==> config.mk <==
export PLATFORM = sky130hd
export DESIGN_NAME = embedded_controller_register_map
export DESIGN_NICKNAME = d
export VERILOG_FILES = /design/src/hdl/ec_regs_pkg.sv /design/src/hdl/embedded_controller_register_map.sv
export VERILOG_INCLUDE_DIRS = /design/src /design/src/hdl
export SDC_FILE = /design/constraint.sdc
export NUM_CORES = 1
export LEC_CHECK = 0
export BUFFER_PORTS_ARGS = -buffer_cell sky130_fd_sc_hd__buf_2
export CAP_MARGIN = 20
export CORE_AREA = 3 3 176 178
export DETAILED_ROUTE_END_ITERATION = 8
export DIE_AREA = 0 0 179 181
export HOLD_SLACK_MARGIN = 0.03
export PLACE_DENSITY = 0.75
export SLEW_MARGIN = 0
export SYNTH_ARGS = -nofsm -noshare
export SYNTH_HDL_FRONTEND = slang
export SYNTH_SLANG_ARGS = --single-unit
==> constraint.sdc <==
create_clock -name ref_clk_i -period 6 [get_ports ref_clk_i]
set_input_delay 0.3 -clock ref_clk_i [delete_from_list [all_inputs] [get_ports ref_clk_i]]
set_output_delay 0.3 -clock ref_clk_i [all_outputs]
set_load 0.01 [all_outputs]
==> src/hdl/ec_regs_cfg.svh <==
// offsets, field positions, reset values and timing for the register bank
`ifndef EC_REGS_CFG_SVH
`define EC_REGS_CFG_SVH

`define EC_PAGE 8'h7F
`define OFF_REV 8'h06
`define OFF_DEV_ID 8'h07
`define OFF_LED 8'h21
`define OFF_PORT_D 8'h22
`define OFF_PORT_E 8'h23
`define OFF_PORT_F 8'h24
`define OFF_PW0 8'h25
`define OFF_PW1 8'h26
`define OFF_CLK_CTL 8'h27
`define OFF_MEM_MAP 8'h29
`define OFF_WSRC1 8'h2A
`define OFF_WSRC2 8'h2B
`define OFF_WMASK1 8'h2C
`define OFF_WMASK2 8'h2D
`define OFF_PSEL3 8'h30
`define OFF_TW_CTL_STAT 8'h31
`define OFF_TW_ADDR 8'h32
`define OFF_TW_DATA 8'h33
`define OFF_TW_CLK 8'h34
`define OFF_WSRC3 8'h35
`define OFF_WMASK3 8'h36
`define OFF_WDT_CTL 8'h37
`define OFF_WDT_CNT 8'h38
`define OFF_PP_STAT 8'h3A
`define OFF_PP_CTL 8'h3B
`define OFF_PP_DATA 8'h3C
`define OFF_PSEL1 8'h3D
`define OFF_OUT_EN 8'h3E
`define OFF_DISABLE 8'h3F
`define OFF_PSEL2 8'h40
`define OFF_PS2A_CTL 8'h41
`define OFF_PS2A_STAT 8'h42
`define OFF_PS2A_ERR 8'h43
`define OFF_PS2A_TX 8'h44
`define OFF_PS2A_RX 8'h45
`define OFF_PS2B_CTL 8'h49
`define OFF_PS2B_STAT 8'h4A
`define OFF_PS2B_ERR 8'h4B
`define OFF_PS2B_TX 8'h4C
`define OFF_PS2B_RX 8'h4D
`define OFF_KBD_DATA 8'hF1
`define OFF_KBD_STAT 8'hF2
`define OFF_KBD_CFG 8'hF4
`define OFF_KBD_AUX 8'hFA
`define IDX_PW0 8'h92
`define IDX_PW1 8'h93

`define CFG_AUX_HW_BIT 7
`define CFG_OBF_EN_BIT 5
`define ST_PRI_FULL 0
`define ST_IN_FULL 1
`define ST_CMD 3
`define ST_AUX_FULL 5
`define ST_FW_MASK 8'hD4
`define OE_PG_BIT 2
`define OE_IRO_BIT 1
`define OE_OVRD_BIT 3
`define OE_WR_MASK 8'h0B
`define PP_STAT_WR_MASK 8'h01

`define RST_CLK_CTL 8'h10
`define RST_WMASK3 8'hFF
`define RST_WDT_CNT 8'hFF
`define RST_OUT_EN_SB 8'h02
`define RST_PORT_D 8'hFF
`define RST_PORT_E 8'h0F

`define CLK_MHZ 250
`define MAIN_LONG_US 500
`define MAIN_SHORT_US 10
`define MAIN_SHORT_CYC (`MAIN_SHORT_US * `CLK_MHZ)

`endif

==> src/hdl/ec_regs_pkg.sv <==
// types shared by the embedded controller register bank
package ec_regs_pkg;

  typedef enum logic [1:0] {
    MP_OFF = 2'h0,
    MP_WAIT = 2'h1,
    MP_ON = 2'h3
  } main_seq_e;

  typedef struct packed {
    logic [7:0] led;
    logic [7:0] port_d;
    logic [7:0] port_e;
    logic [7:0] pw0;
    logic [7:0] pw1;
    logic [7:0] clk_ctl;
    logic [7:0] mem_map;
    logic [7:0] wmask1;
    logic [7:0] wmask2;
    logic [7:0] wmask3;
    logic [7:0] psel1;
    logic [7:0] psel2;
    logic [7:0] psel3;
    logic [7:0] tw_ctl;
    logic [7:0] tw_addr;
    logic [7:0] tw_data;
    logic [7:0] tw_clk;
    logic [7:0] wdt_ctl;
    logic [7:0] wdt_cnt;
    logic [7:0] pp_stat;
    logic [7:0] pp_ctl;
    logic [7:0] pp_data;
    logic [7:0] out_en;
    logic [7:0] func_dis;
    logic [7:0] ps2a_ctl;
    logic [7:0] ps2a_tx;
    logic [7:0] ps2b_ctl;
    logic [7:0] ps2b_tx;
    logic [7:0] kbd_cfg;
  } ctrl_regs_s;

  typedef struct packed {
    logic [7:0] port_f;
    logic [7:0] wsrc1;
    logic [7:0] wsrc2;
    logic [7:0] wsrc3;
    logic [7:0] tw_stat;
    logic [7:0] ps2a_stat;
    logic [7:0] ps2a_err;
    logic [7:0] ps2a_rx;
    logic [7:0] ps2b_stat;
    logic [7:0] ps2b_err;
    logic [7:0] ps2b_rx;
  } periph_stat_s;

  typedef struct packed {
    ctrl_regs_s ctl;
    logic [7:0] out_data;
    logic [7:0] in_data;
    logic [7:0] kbd_stat;
    logic [7:0] xrdata;
    logic [7:0] sys_rdata;
    main_seq_e seq;
    logic [16:0] cnt;
  } bank_state_s;

endpackage : ec_regs_pkg

==> src/hdl/embedded_controller_register_map.sv <==
// register bank of the embedded keyboard/system controller
// Operation
// - registers live at page 7F00 plus offset
// - in and out data share one address
// - firmware cannot write hardware status bits
// - aux write loads data, sets aux flag only
// - firmware read clears its pending interrupt
// - host read clears its pending interrupt
// - system access to pulse width: zero wait
// - parallel status: only bit 0 writable
// - clearing reset-out sets stop-clock and memory bits
// - output enable resets 00000X10 / 00000X1X
// - normal clock and valid time: 500us delay
// - otherwise main-plane reset within 10us
// - port D/E get defaults at main reset
// - hardwired revision register readable
// - aux hardware bit makes aux flag hardware-set
// - reset-out uncleared while power good low
`timescale 1ns/1ps
`include "ec_regs_cfg.svh"

module embedded_controller_register_map
  import ec_regs_pkg::*;
#(
  parameter int unsigned MAIN_LONG_CYC = `MAIN_LONG_US * `CLK_MHZ,
  parameter logic [7:0] REV_CODE = 8'h01, // arbitrary value
  parameter logic [7:0] DEV_CODE = 8'h5A // arbitrary value
) (
  input wire logic ref_clk_i,
  input wire logic reset_i,
  input wire logic [15:0] xaddr_i,
  input wire logic xrd_i,
  input wire logic xwr_i,
  input wire logic [7:0] xwdata_i,
  output logic [7:0] xrdata_o,
  input wire logic [7:0] sys_index_i,
  input wire logic sys_rd_i,
  input wire logic sys_wr_i,
  input wire logic [7:0] sys_wdata_i,
  output logic [7:0] sys_rdata_o,
  output logic zero_wait_o,
  input wire logic host_wr_i,
  input wire logic host_cmd_i,
  input wire logic [7:0] host_wdata_i,
  input wire logic host_rd_i,
  output logic [7:0] host_rdata_o,
  output logic [7:0] host_status_o,
  output logic kbd_irq_o,
  output logic aux_irq_o,
  input wire logic main_valid_i,
  input wire logic power_good_input_i,
  input wire logic clock_normal_mode_i,
  input wire logic clock_valid_time_bit_i,
  input wire periph_stat_s periph_i,
  output ctrl_regs_s regs_o,
  output logic main_plane_ready_o
);

  localparam ctrl_regs_s CTL_INIT = '{
    clk_ctl: `RST_CLK_CTL,
    wmask3: `RST_WMASK3,
    wdt_cnt: `RST_WDT_CNT,
    out_en: `RST_OUT_EN_SB,
    default: 8'h00
  };
  localparam logic [16:0] LONG_LAST = 17'(MAIN_LONG_CYC - 1);
  localparam logic [16:0] SHORT_LAST = 17'(`MAIN_SHORT_CYC - 1);

  bank_state_s s_q;
  bank_state_s s_d;
  logic fw_hit;
  logic [7:0] off;
  logic fw_wr;
  logic fw_rd;
  logic main_up;
  logic main_rst;
  logic long_sel;
  logic [7:0] rd_val;
  logic zw_hit;

  assign off = xaddr_i[7:0];
  assign fw_hit = (xaddr_i[15:8] == `EC_PAGE);
  assign fw_wr = xwr_i & fw_hit;
  assign fw_rd = xrd_i & fw_hit;
  assign main_up = main_valid_i & power_good_input_i;
  assign long_sel = clock_normal_mode_i & clock_valid_time_bit_i;
  // at or past the bound, so a switch from long to short wait still ends
  assign main_rst = (s_q.seq == MP_WAIT) &&
                    (s_q.cnt >= (long_sel ? LONG_LAST : SHORT_LAST));
  assign zw_hit = (sys_index_i == `IDX_PW0) || (sys_index_i == `IDX_PW1);
  assign zero_wait_o = (sys_rd_i | sys_wr_i) & zw_hit;

  // firmware read multiplexer
  always_comb
  begin
    rd_val = 8'h00;
    case (off)
      `OFF_REV: rd_val = REV_CODE;
      `OFF_DEV_ID: rd_val = DEV_CODE;
      `OFF_LED: rd_val = s_q.ctl.led;
      `OFF_PORT_D: rd_val = s_q.ctl.port_d;
      `OFF_PORT_E: rd_val = s_q.ctl.port_e;
      `OFF_PORT_F: rd_val = periph_i.port_f;
      `OFF_PW0: rd_val = s_q.ctl.pw0;
      `OFF_PW1: rd_val = s_q.ctl.pw1;
      `OFF_CLK_CTL: rd_val = s_q.ctl.clk_ctl;
      `OFF_MEM_MAP: rd_val = s_q.ctl.mem_map;
      `OFF_WSRC1: rd_val = periph_i.wsrc1;
      `OFF_WSRC2: rd_val = periph_i.wsrc2;
      `OFF_WMASK1: rd_val = s_q.ctl.wmask1;
      `OFF_WMASK2: rd_val = s_q.ctl.wmask2;
      `OFF_PSEL3: rd_val = s_q.ctl.psel3;
      `OFF_TW_CTL_STAT: rd_val = periph_i.tw_stat;
      `OFF_TW_ADDR: rd_val = s_q.ctl.tw_addr;
      `OFF_TW_DATA: rd_val = s_q.ctl.tw_data;
      `OFF_TW_CLK: rd_val = s_q.ctl.tw_clk;
      `OFF_WSRC3: rd_val = periph_i.wsrc3;
      `OFF_WMASK3: rd_val = s_q.ctl.wmask3;
      `OFF_WDT_CTL: rd_val = s_q.ctl.wdt_ctl;
      `OFF_WDT_CNT: rd_val = s_q.ctl.wdt_cnt;
      `OFF_PP_STAT: rd_val = s_q.ctl.pp_stat;
      `OFF_PP_CTL: rd_val = s_q.ctl.pp_ctl;
      `OFF_PP_DATA: rd_val = s_q.ctl.pp_data;
      `OFF_PSEL1: rd_val = s_q.ctl.psel1;
      // power good is a live read-only view, never stored
      `OFF_OUT_EN: rd_val = s_q.ctl.out_en |
                            {5'h00, power_good_input_i, 2'h0};
      `OFF_DISABLE: rd_val = s_q.ctl.func_dis;
      `OFF_PSEL2: rd_val = s_q.ctl.psel2;
      `OFF_PS2A_CTL: rd_val = s_q.ctl.ps2a_ctl;
      `OFF_PS2A_STAT: rd_val = periph_i.ps2a_stat;
      `OFF_PS2A_ERR: rd_val = periph_i.ps2a_err;
      `OFF_PS2A_RX: rd_val = periph_i.ps2a_rx;
      `OFF_PS2B_CTL: rd_val = s_q.ctl.ps2b_ctl;
      `OFF_PS2B_STAT: rd_val = periph_i.ps2b_stat;
      `OFF_PS2B_ERR: rd_val = periph_i.ps2b_err;
      `OFF_PS2B_RX: rd_val = periph_i.ps2b_rx;
      `OFF_KBD_DATA: rd_val = s_q.in_data;
      `OFF_KBD_STAT: rd_val = s_q.kbd_stat;
      `OFF_KBD_CFG: rd_val = s_q.ctl.kbd_cfg;
      default: rd_val = 8'h00;
    endcase
  end

  always_comb
  begin
    s_d = s_q;
    s_d.xrdata = fw_rd ? rd_val : s_q.xrdata;
    if (fw_wr)
    begin
      case (off)
        `OFF_LED: s_d.ctl.led = xwdata_i;
        `OFF_PORT_D: s_d.ctl.port_d = xwdata_i;
        `OFF_PORT_E: s_d.ctl.port_e = xwdata_i;
        `OFF_PW0: s_d.ctl.pw0 = xwdata_i;
        `OFF_PW1: s_d.ctl.pw1 = xwdata_i;
        `OFF_CLK_CTL: s_d.ctl.clk_ctl = xwdata_i;
        `OFF_MEM_MAP: s_d.ctl.mem_map = xwdata_i;
        `OFF_WMASK1: s_d.ctl.wmask1 = xwdata_i;
        `OFF_WMASK2: s_d.ctl.wmask2 = xwdata_i;
        `OFF_PSEL3: s_d.ctl.psel3 = xwdata_i;
        `OFF_TW_CTL_STAT: s_d.ctl.tw_ctl = xwdata_i;
        `OFF_TW_ADDR: s_d.ctl.tw_addr = xwdata_i;
        `OFF_TW_DATA: s_d.ctl.tw_data = xwdata_i;
        `OFF_TW_CLK: s_d.ctl.tw_clk = xwdata_i;
        `OFF_WMASK3: s_d.ctl.wmask3 = xwdata_i;
        `OFF_WDT_CTL: s_d.ctl.wdt_ctl = xwdata_i;
        `OFF_WDT_CNT: s_d.ctl.wdt_cnt = xwdata_i;
        `OFF_PP_STAT: s_d.ctl.pp_stat =
          (s_q.ctl.pp_stat & ~`PP_STAT_WR_MASK) |
          (xwdata_i & `PP_STAT_WR_MASK);
        `OFF_PP_CTL: s_d.ctl.pp_ctl = xwdata_i;
        `OFF_PP_DATA: s_d.ctl.pp_data = xwdata_i;
        `OFF_PSEL1: s_d.ctl.psel1 = xwdata_i;
        `OFF_OUT_EN:
        begin
          s_d.ctl.out_en = xwdata_i & `OE_WR_MASK;
          if (!power_good_input_i)
            s_d.ctl.out_en[`OE_IRO_BIT] = 1'b1;
          // the override bit lets firmware release reset quietly
          if (s_q.ctl.out_en[`OE_IRO_BIT] && !xwdata_i[`OE_IRO_BIT] &&
              power_good_input_i && !s_q.ctl.out_en[`OE_OVRD_BIT])
          begin
            s_d.ctl.clk_ctl[0] = 1'b1;
            s_d.ctl.mem_map[1:0] = 2'h3;
          end
        end
        `OFF_DISABLE: s_d.ctl.func_dis = xwdata_i;
        `OFF_PSEL2: s_d.ctl.psel2 = xwdata_i;
        `OFF_PS2A_CTL: s_d.ctl.ps2a_ctl = xwdata_i;
        `OFF_PS2A_TX: s_d.ctl.ps2a_tx = xwdata_i;
        `OFF_PS2B_CTL: s_d.ctl.ps2b_ctl = xwdata_i;
        `OFF_PS2B_TX: s_d.ctl.ps2b_tx = xwdata_i;
        `OFF_KBD_CFG: s_d.ctl.kbd_cfg = xwdata_i;
        `OFF_KBD_STAT:
        begin
          // hardware-owned bits keep their value
          if (s_q.ctl.kbd_cfg[`CFG_AUX_HW_BIT])
            s_d.kbd_stat = (s_q.kbd_stat & ~`ST_FW_MASK) |
                           (xwdata_i & `ST_FW_MASK);
          else
          begin
            s_d.kbd_stat = (s_q.kbd_stat & ~`ST_FW_MASK) |
                           (xwdata_i & `ST_FW_MASK);
            s_d.kbd_stat[`ST_AUX_FULL] = xwdata_i[`ST_AUX_FULL];
          end
        end
        default: s_d.xrdata = s_d.xrdata;
      endcase
    end
    if (sys_wr_i && sys_index_i == `IDX_PW0)
      s_d.ctl.pw0 = sys_wdata_i;
    if (sys_wr_i && sys_index_i == `IDX_PW1)
      s_d.ctl.pw1 = sys_wdata_i;
    s_d.sys_rdata = s_q.sys_rdata;
    if (sys_rd_i && sys_index_i == `IDX_PW0)
      s_d.sys_rdata = s_q.ctl.pw0;
    if (sys_rd_i && sys_index_i == `IDX_PW1)
      s_d.sys_rdata = s_q.ctl.pw1;
    // clears first so that a same-cycle set wins
    if (fw_rd && off == `OFF_KBD_DATA)
      s_d.kbd_stat[`ST_IN_FULL] = 1'b0;
    if (host_rd_i)
    begin
      s_d.kbd_stat[`ST_PRI_FULL] = 1'b0;
      s_d.kbd_stat[`ST_AUX_FULL] = 1'b0;
    end
    if (host_wr_i)
    begin
      s_d.in_data = host_wdata_i;
      s_d.kbd_stat[`ST_IN_FULL] = 1'b1;
      s_d.kbd_stat[`ST_CMD] = host_cmd_i;
    end
    if (fw_wr && off == `OFF_KBD_DATA)
    begin
      s_d.out_data = xwdata_i;
      s_d.kbd_stat[`ST_PRI_FULL] = 1'b1;
    end
    if (fw_wr && off == `OFF_KBD_AUX)
    begin
      s_d.out_data = xwdata_i;
      if (s_q.ctl.kbd_cfg[`CFG_AUX_HW_BIT])
        s_d.kbd_stat[`ST_AUX_FULL] = 1'b1;
    end
    if (!power_good_input_i)
      s_d.ctl.out_en[`OE_IRO_BIT] = 1'b1;
    // main-plane power-up sequencer
    unique case (s_q.seq)
      MP_OFF:
      begin
        s_d.cnt = 17'h00000;
        if (main_up)
          s_d.seq = MP_WAIT;
      end
      MP_WAIT:
      begin
        s_d.cnt = s_q.cnt + 17'h00001;
        if (!main_up)
          s_d.seq = MP_OFF;
        else if (main_rst)
          s_d.seq = MP_ON;
      end
      MP_ON:
      begin
        s_d.cnt = 17'h00000;
        if (!main_up)
          s_d.seq = MP_OFF;
      end
    endcase
    if (main_up && main_rst)
    begin
      s_d.ctl.port_d = `RST_PORT_D;
      s_d.ctl.port_e = `RST_PORT_E;
      s_d.ctl.pp_stat = 8'h00;
      s_d.ctl.pp_ctl = 8'h00;
      s_d.ctl.pp_data = 8'h00;
      s_d.ctl.ps2a_ctl = 8'h00;
      s_d.ctl.ps2a_tx = 8'h00;
      s_d.ctl.ps2b_ctl = 8'h00;
      s_d.ctl.ps2b_tx = 8'h00;
      s_d.ctl.out_en = {6'h00, 1'b1, s_q.ctl.out_en[0]};
    end
  end

  always_ff @(posedge ref_clk_i)
  begin
    if (reset_i)
      s_q <= '{ctl: CTL_INIT, seq: MP_OFF, default: '0};
    else
      s_q <= s_d;
  end

  assign xrdata_o = s_q.xrdata;
  assign sys_rdata_o = s_q.sys_rdata;
  assign host_rdata_o = s_q.out_data;
  assign host_status_o = s_q.kbd_stat;
  assign kbd_irq_o = s_q.ctl.kbd_cfg[`CFG_OBF_EN_BIT] &
                     s_q.kbd_stat[`ST_PRI_FULL];
  assign aux_irq_o = s_q.ctl.kbd_cfg[`CFG_OBF_EN_BIT] &
                     s_q.kbd_stat[`ST_AUX_FULL];
  assign regs_o = s_q.ctl;
  assign main_plane_ready_o = (s_q.seq == MP_ON);
endmodule : embedded_controller_register_map

# Yosys cells after proc, flatten, opt, wreduce, memory -nomap -nowiden
# Cells that the tools add are included.
# word_totals
register_bits	286
inputBits	149
output_inout_bits	268
elab_cells	246
# classes
n_addsub	1
n_lt_le_gt_ge	1
eq_ne	53
n_mux	60
bitwise	13
reduce_logical	73
# ops
cell	count
one-hot mux 8 bit (41 select lines)	1
two-way mux 8 bit	32
two-way mux 224 bit	1
== test 8 x 6 -> 1 bit, second input constant	27
== test 8 x 7 -> 1 bit, second input constant	12
AND reduction 2 bit	34
one-hot mux 19 bit (3 select lines)	1
== test 8 bit, second input constant	6
nonzero test 2 bit	13
two-way mux 6 bit	3
adder 17 x 1 -> 17 bit, second input constant	1
greater-or-equal comparator 17 bit	1
two-way mux 17 bit	1
== test 8 x 3 -> 1 bit, second input constant	2
two-way mux 16 bit	1
two-way mux 14 bit	1
logical AND 1 bit	12
AND reduction 3 bit	4
nonzero test 3 bit	4
two-way mux 1 bit	10
two-way mux 2 bit	5
OR 6 x 8 -> 8 bit	1
OR 8 x 1 -> 8 bit	1
AND 1 bit	7
16 further kinds	20

# Logic depth before layout (Yosys ltp)
# depth
word_depth	8
mapped_depth	11
mapped_depth_nobuf	9

# Worst setup path before layout
# OpenSTA, ideal clock, no wires.
# synth_timing
path_type	input to register
start	input xaddr_i[4]
end	register s_q, in the netlist xrdata_o[1]
setup_time_ps	117
arrival_time_ps	2130
required_time_ps	5883
path_slack_ps	3753
cell_stages	9
n_path_buf	2
path_cell_list	buf_2 -> and4_1 -> and2_1 -> buf_4 -> a32o_1 -> a211oi_1 -> o2111ai_1 -> or4_1 -> a22o_1
# synth_between
elab_chain_len	4
elab_cells_between_ends	44
classes_between	eq/ne (41); mux (3)
# synth_lines
element	line_no	text
start, declared	embedded_controller_register_map.sv:31	input wire logic [15:0] xaddr_i,
== test 8 bit, or another cell as far along	embedded_controller_register_map.sv:97	case (off)
one-hot mux 8 bit (41 select lines) (*)	embedded_controller_register_map.sv:97	
two-way mux 8 bit (*)	embedded_controller_register_map.sv:148	s_d.xrdata = fw_rd ? rd_val : s_q.xrdata;
two-way mux 14 bit (*)	embedded_controller_register_map.sv:149	if (fw_wr)
end signal, assigned	embedded_controller_register_map.sv:288	s_q <= '{ctl: CTL_INIT, seq: MP_OFF, default: '0};
end signal, assigned	embedded_controller_register_map.sv:290	s_q <= s_d;
end, declared	embedded_controller_register_map.sv:69	bank_state_s s_q;
# Every way passes the cells marked *; elsewhere a longest branch is shown, timed or not. The select of a mux whose other input is x is not followed.
# A chain may end at the register's enable or synchronous reset.

# Worst setup path in the final report
# layout_timing
start	input xaddr_i[0]
end	register s_q, in the netlist xrdata_o[6]
# Same word-level chain as after synthesis.

==> impl_metrics.tcl <==
set metrics [dict create \
    cpMaxStageDelayCell "nor4b_4" \
    postRouteAntennaNets 0 \
    insertion_delay_ps 570 \
    start_util 0.516 \
    num_vias 14900 \
    area_growth_pct 9.04 \
    synth_top_flop_cell "dfxtp_1" \
    ys_seq_area_frac 0.366 \
    cts_buffers 30 \
    first_pass_iters 6 \
    grt_pass1_wl_mm 91.3 \
    status "completed" \
    synth_top_cell_area_share 0.366 \
    drive_gt1_frac 0.259 \
    synth_edf_count 0 \
    drv_cap 0 \
    dr_wl_met2_mm 28.6 \
    drcViolationCount 0 \
    fin_crit_sh 0.507 \
    hold_path_class "input port to flip-flop" \
    wire_per_inst_um 26.9 \
    worst_slew_pin_slew_ps 1130 \
    netlist_top_cells_area "dfxtp_1, buf_4, mux2i_1, nand2_1, a21oi_1" \
    place_congestion 0.999 \
    wl_met3_mm 7.46 \
    rsz0062_at_grt "false" \
    p_sw_mw 0.987 \
    crit_arrival_ps 3550 \
    final_util 0.562 \
    skew_ps 12.7 \
    p_seq_frac 0.464 \
    cts_buffer_depth 3 \
    setup_viol 0 \
    worstPathRequired_ps 6500 \
    post_synth_num_cell_types 76 \
    synth_cells 1861 \
    die_h_um 181 \
    grt_antenna_before_repair 3 \
    max_freq_mhz 328 \
    rows 63 \
    p_per_area_mw_per_mm2 241 \
    root_buffer "clkbuf_16" \
    clkSlewWorstSetupHoldPaths_ps 60 \
    async_flop_share 0 \
    viasPerCell 6.32 \
    wl_met1_mm 23.6 \
    die_x_um 179 \
    critPathKind "input port to flip-flop" \
    routed_wl_mm 63.5 \
    timing.setup.tns_ps 0 \
    ios 417 \
    postCtsSetupBuffers 0 \
    htree_levels 1 \
    grt_usage 0.374 \
    cts_hold_buf 12 \
    ir_worst_vdd_mv 0.231 \
    die_area_sq_mm 0.0324 \
    cts.sinks 279 \
    comb_power_share 0.070 \
    postSynthAreaPerCell_sq_um 8.19 \
    grt_max_degree 125 \
    cts_resized 0 \
    slew_headroom 0.238 \
    max_stage_delay_ps 850 \
    synth_warnings 0 \
    hold_viol_final 0 \
    dpl.hpwl_mm 46.4 \
    path_cells "buf_2 > nor4b_4 > buf_4 > and2_1 > a311o_1 > a211oi_1 > a311oi_4 > a22o_1" \
    num-nets-final 2101 \
    netlist_area_sq_mm 0.0152 \
    core_sq_mm 0.0296 \
    grt_pass1_vias 13900 \
    yosysTopAreaCell "dfxtp_1" \
    critPathLaunchType "input port" \
    leakagePower_nw 7.15 \
    switching_share 0.246 \
    synth-seq-cells 279 \
    drt_iter0_drc 1979 \
    io_buffers 404 \
    crit_fanout 40 \
    power.internal_mw 3.03 \
    critPathCaptureType "flip-flop" \
    period_minus_slack_ps 3040 \
    slew_violations 0 \
    top_layer_used "met5" \
    grt_overflow 0 \
    clkPwrFrac 0.466 \
    cts_tree "yes" \
]
==> metrics by stage <==
step	setup WS [ps]	hold WS [ps]	power (mW)	cells	instance area [sq um]
5_1_grt	2880	62.2	4.09	2357	16600
4_1_cts	3070	30.4	4.00	2355	16600
3_3_place_gp	2610	454	2.16	2289	15500
2_1_floorplan	3750	438	2.04	1872	15300
6_report	2960	37.7	4.01	2359	16600
3_5_place_dp	2520	460	2.17	2290	15500
==> worst max-delay path, delay by kind of cell <==
| family | cells | cell delay (ps) |
|---|---|---|
| buffers and inverters | 2 | 740 |
| and+or+nand+nor | 2 | 1390 |
| AOI/OAI and AO/OA | 4 | 1110 |
==> routing by layer <==
| layer | GRT usage | up-vias |
|---|---|---|
| met1 | 0.488 | 7068 |
| met5 | 0 | - |
| li1 | - | 6414 |
| met4 | 0.181 | 2 |
| met3 | 0.0729 | 232 |
| met2 | 0.592 | 1194 |
==> registers in the layout, summed over array words and instances (netlist names) <==
signal and count:
host_rdata_o 8, sys_rdata_o 8, s_q 27, xrdata_o 8, host_status_o 8, regs_o 220
==> kinds of logic (layout without fill, tap and decap cells) <==
kind of cell               after synthesis  after routing  synth area share
AOI/OAI and AO/OA                      386            386             0.168
xor gates and xnor gates                12             12           0.00689
adders and majority gates                6              6           0.00492
buffers and inverters                  401            496             0.168
DFF                                    279            279             0.366
muxes                                  123            123            0.0818
other                                    1             14          0.000246
and+or+nand+nor                        653            653             0.203
==> worst paths after layout <==
kind / startpoint / to / slack, ps / cells past startpoint
min reg2reg: s_q[0] / s_q[0] / 470 / 1
min: host_wdata_i[3] / s_q[46] / 40 / 3
max reg2reg: s_q[2] / regs_o[36] / 3380 / 9
max: xaddr_i[0] / xrdata_o[6] / 2960 / 8
==> synthesized netlist by cell type, types with 9 or more instances <==
library cell / n
nand2_1: 281
dfxtp_1: 279
buf_4: 270
nor2_1: 164
a21oi_1: 158
mux2i_1: 119
clkbuf_1: 85
a22oi_1: 78
nand3_1: 66
buf_2: 28
o21ai_0: 27
a211oi_1: 25
a22o_1: 20
and2_1: 20
nand3b_1: 19
nor3_1: 15
a32oi_1: 12
buf_1: 12
a222oi_1: 11
nand4_1: 10
xor2_1: 10
a221oi_1: 9
nor2b_1: 9
o22ai_1: 9
==> power by group through the flow <==
stage	Combinational, mW	Clock [mW]	Sequential [mW]
after global placement	0.261	0	1.90
after CTS	0.270	1.87	1.86
after global routing	0.288	1.94	1.86
final	0.281	1.87	1.86
after floorplan	0.141	0	1.90
after detailed placement	0.262	0	1.90
==> cells in the final DEF (no fill, tap or decap), types with 6 or more instances in the layout <==
| master | instances |
|---|---|
| buf_2 | 403 |
| nand2_1 | 281 |
| dfxtp_1 | 279 |
| nor2_1 | 163 |
| a21oi_1 | 158 |
| mux2i_1 | 119 |
| a22oi_1 | 78 |
| nand3_1 | 66 |
| clkbuf_16 | 31 |
| o21ai_0 | 27 |
| a211oi_1 | 25 |
| buf_4 | 21 |
| and2_1 | 20 |
| a22o_1 | 20 |
| nand3b_1 | 19 |
| nor3_1 | 15 |
| a32oi_1 | 12 |
| conb_1 | 12 |
| dlygate4sd3_1 | 12 |
| a222oi_1 | 11 |
| xor2_1 | 10 |
| nand4_1 | 10 |
| nor2b_1 | 9 |
| o22ai_1 | 9 |
| a221oi_1 | 9 |
| clkinv_2 | 9 |
| or3_1 | 6 |
| a31oi_1 | 6 |
| ha_1 | 6 |
==> area by class of cell <==
| class | count | area [sq um] |
|---|---|---|
| Inverter | 4 | 15.0 |
| Sequential cell | 279 | 5590 |
| Clock buffer | 40 | 860 |
| Timing Repair Buffer | 439 | 2330 |
| Fill cell | 2737 | 12900 |
| Antenna cell | 2 | 5.00 |
| Tap cell | 390 | 488 |
| Multi-Input combinational cell | 1192 | 7220 |
| Clock inverter | 13 | 120 |
Note: power is estimated with default switching activity, not from simulation.
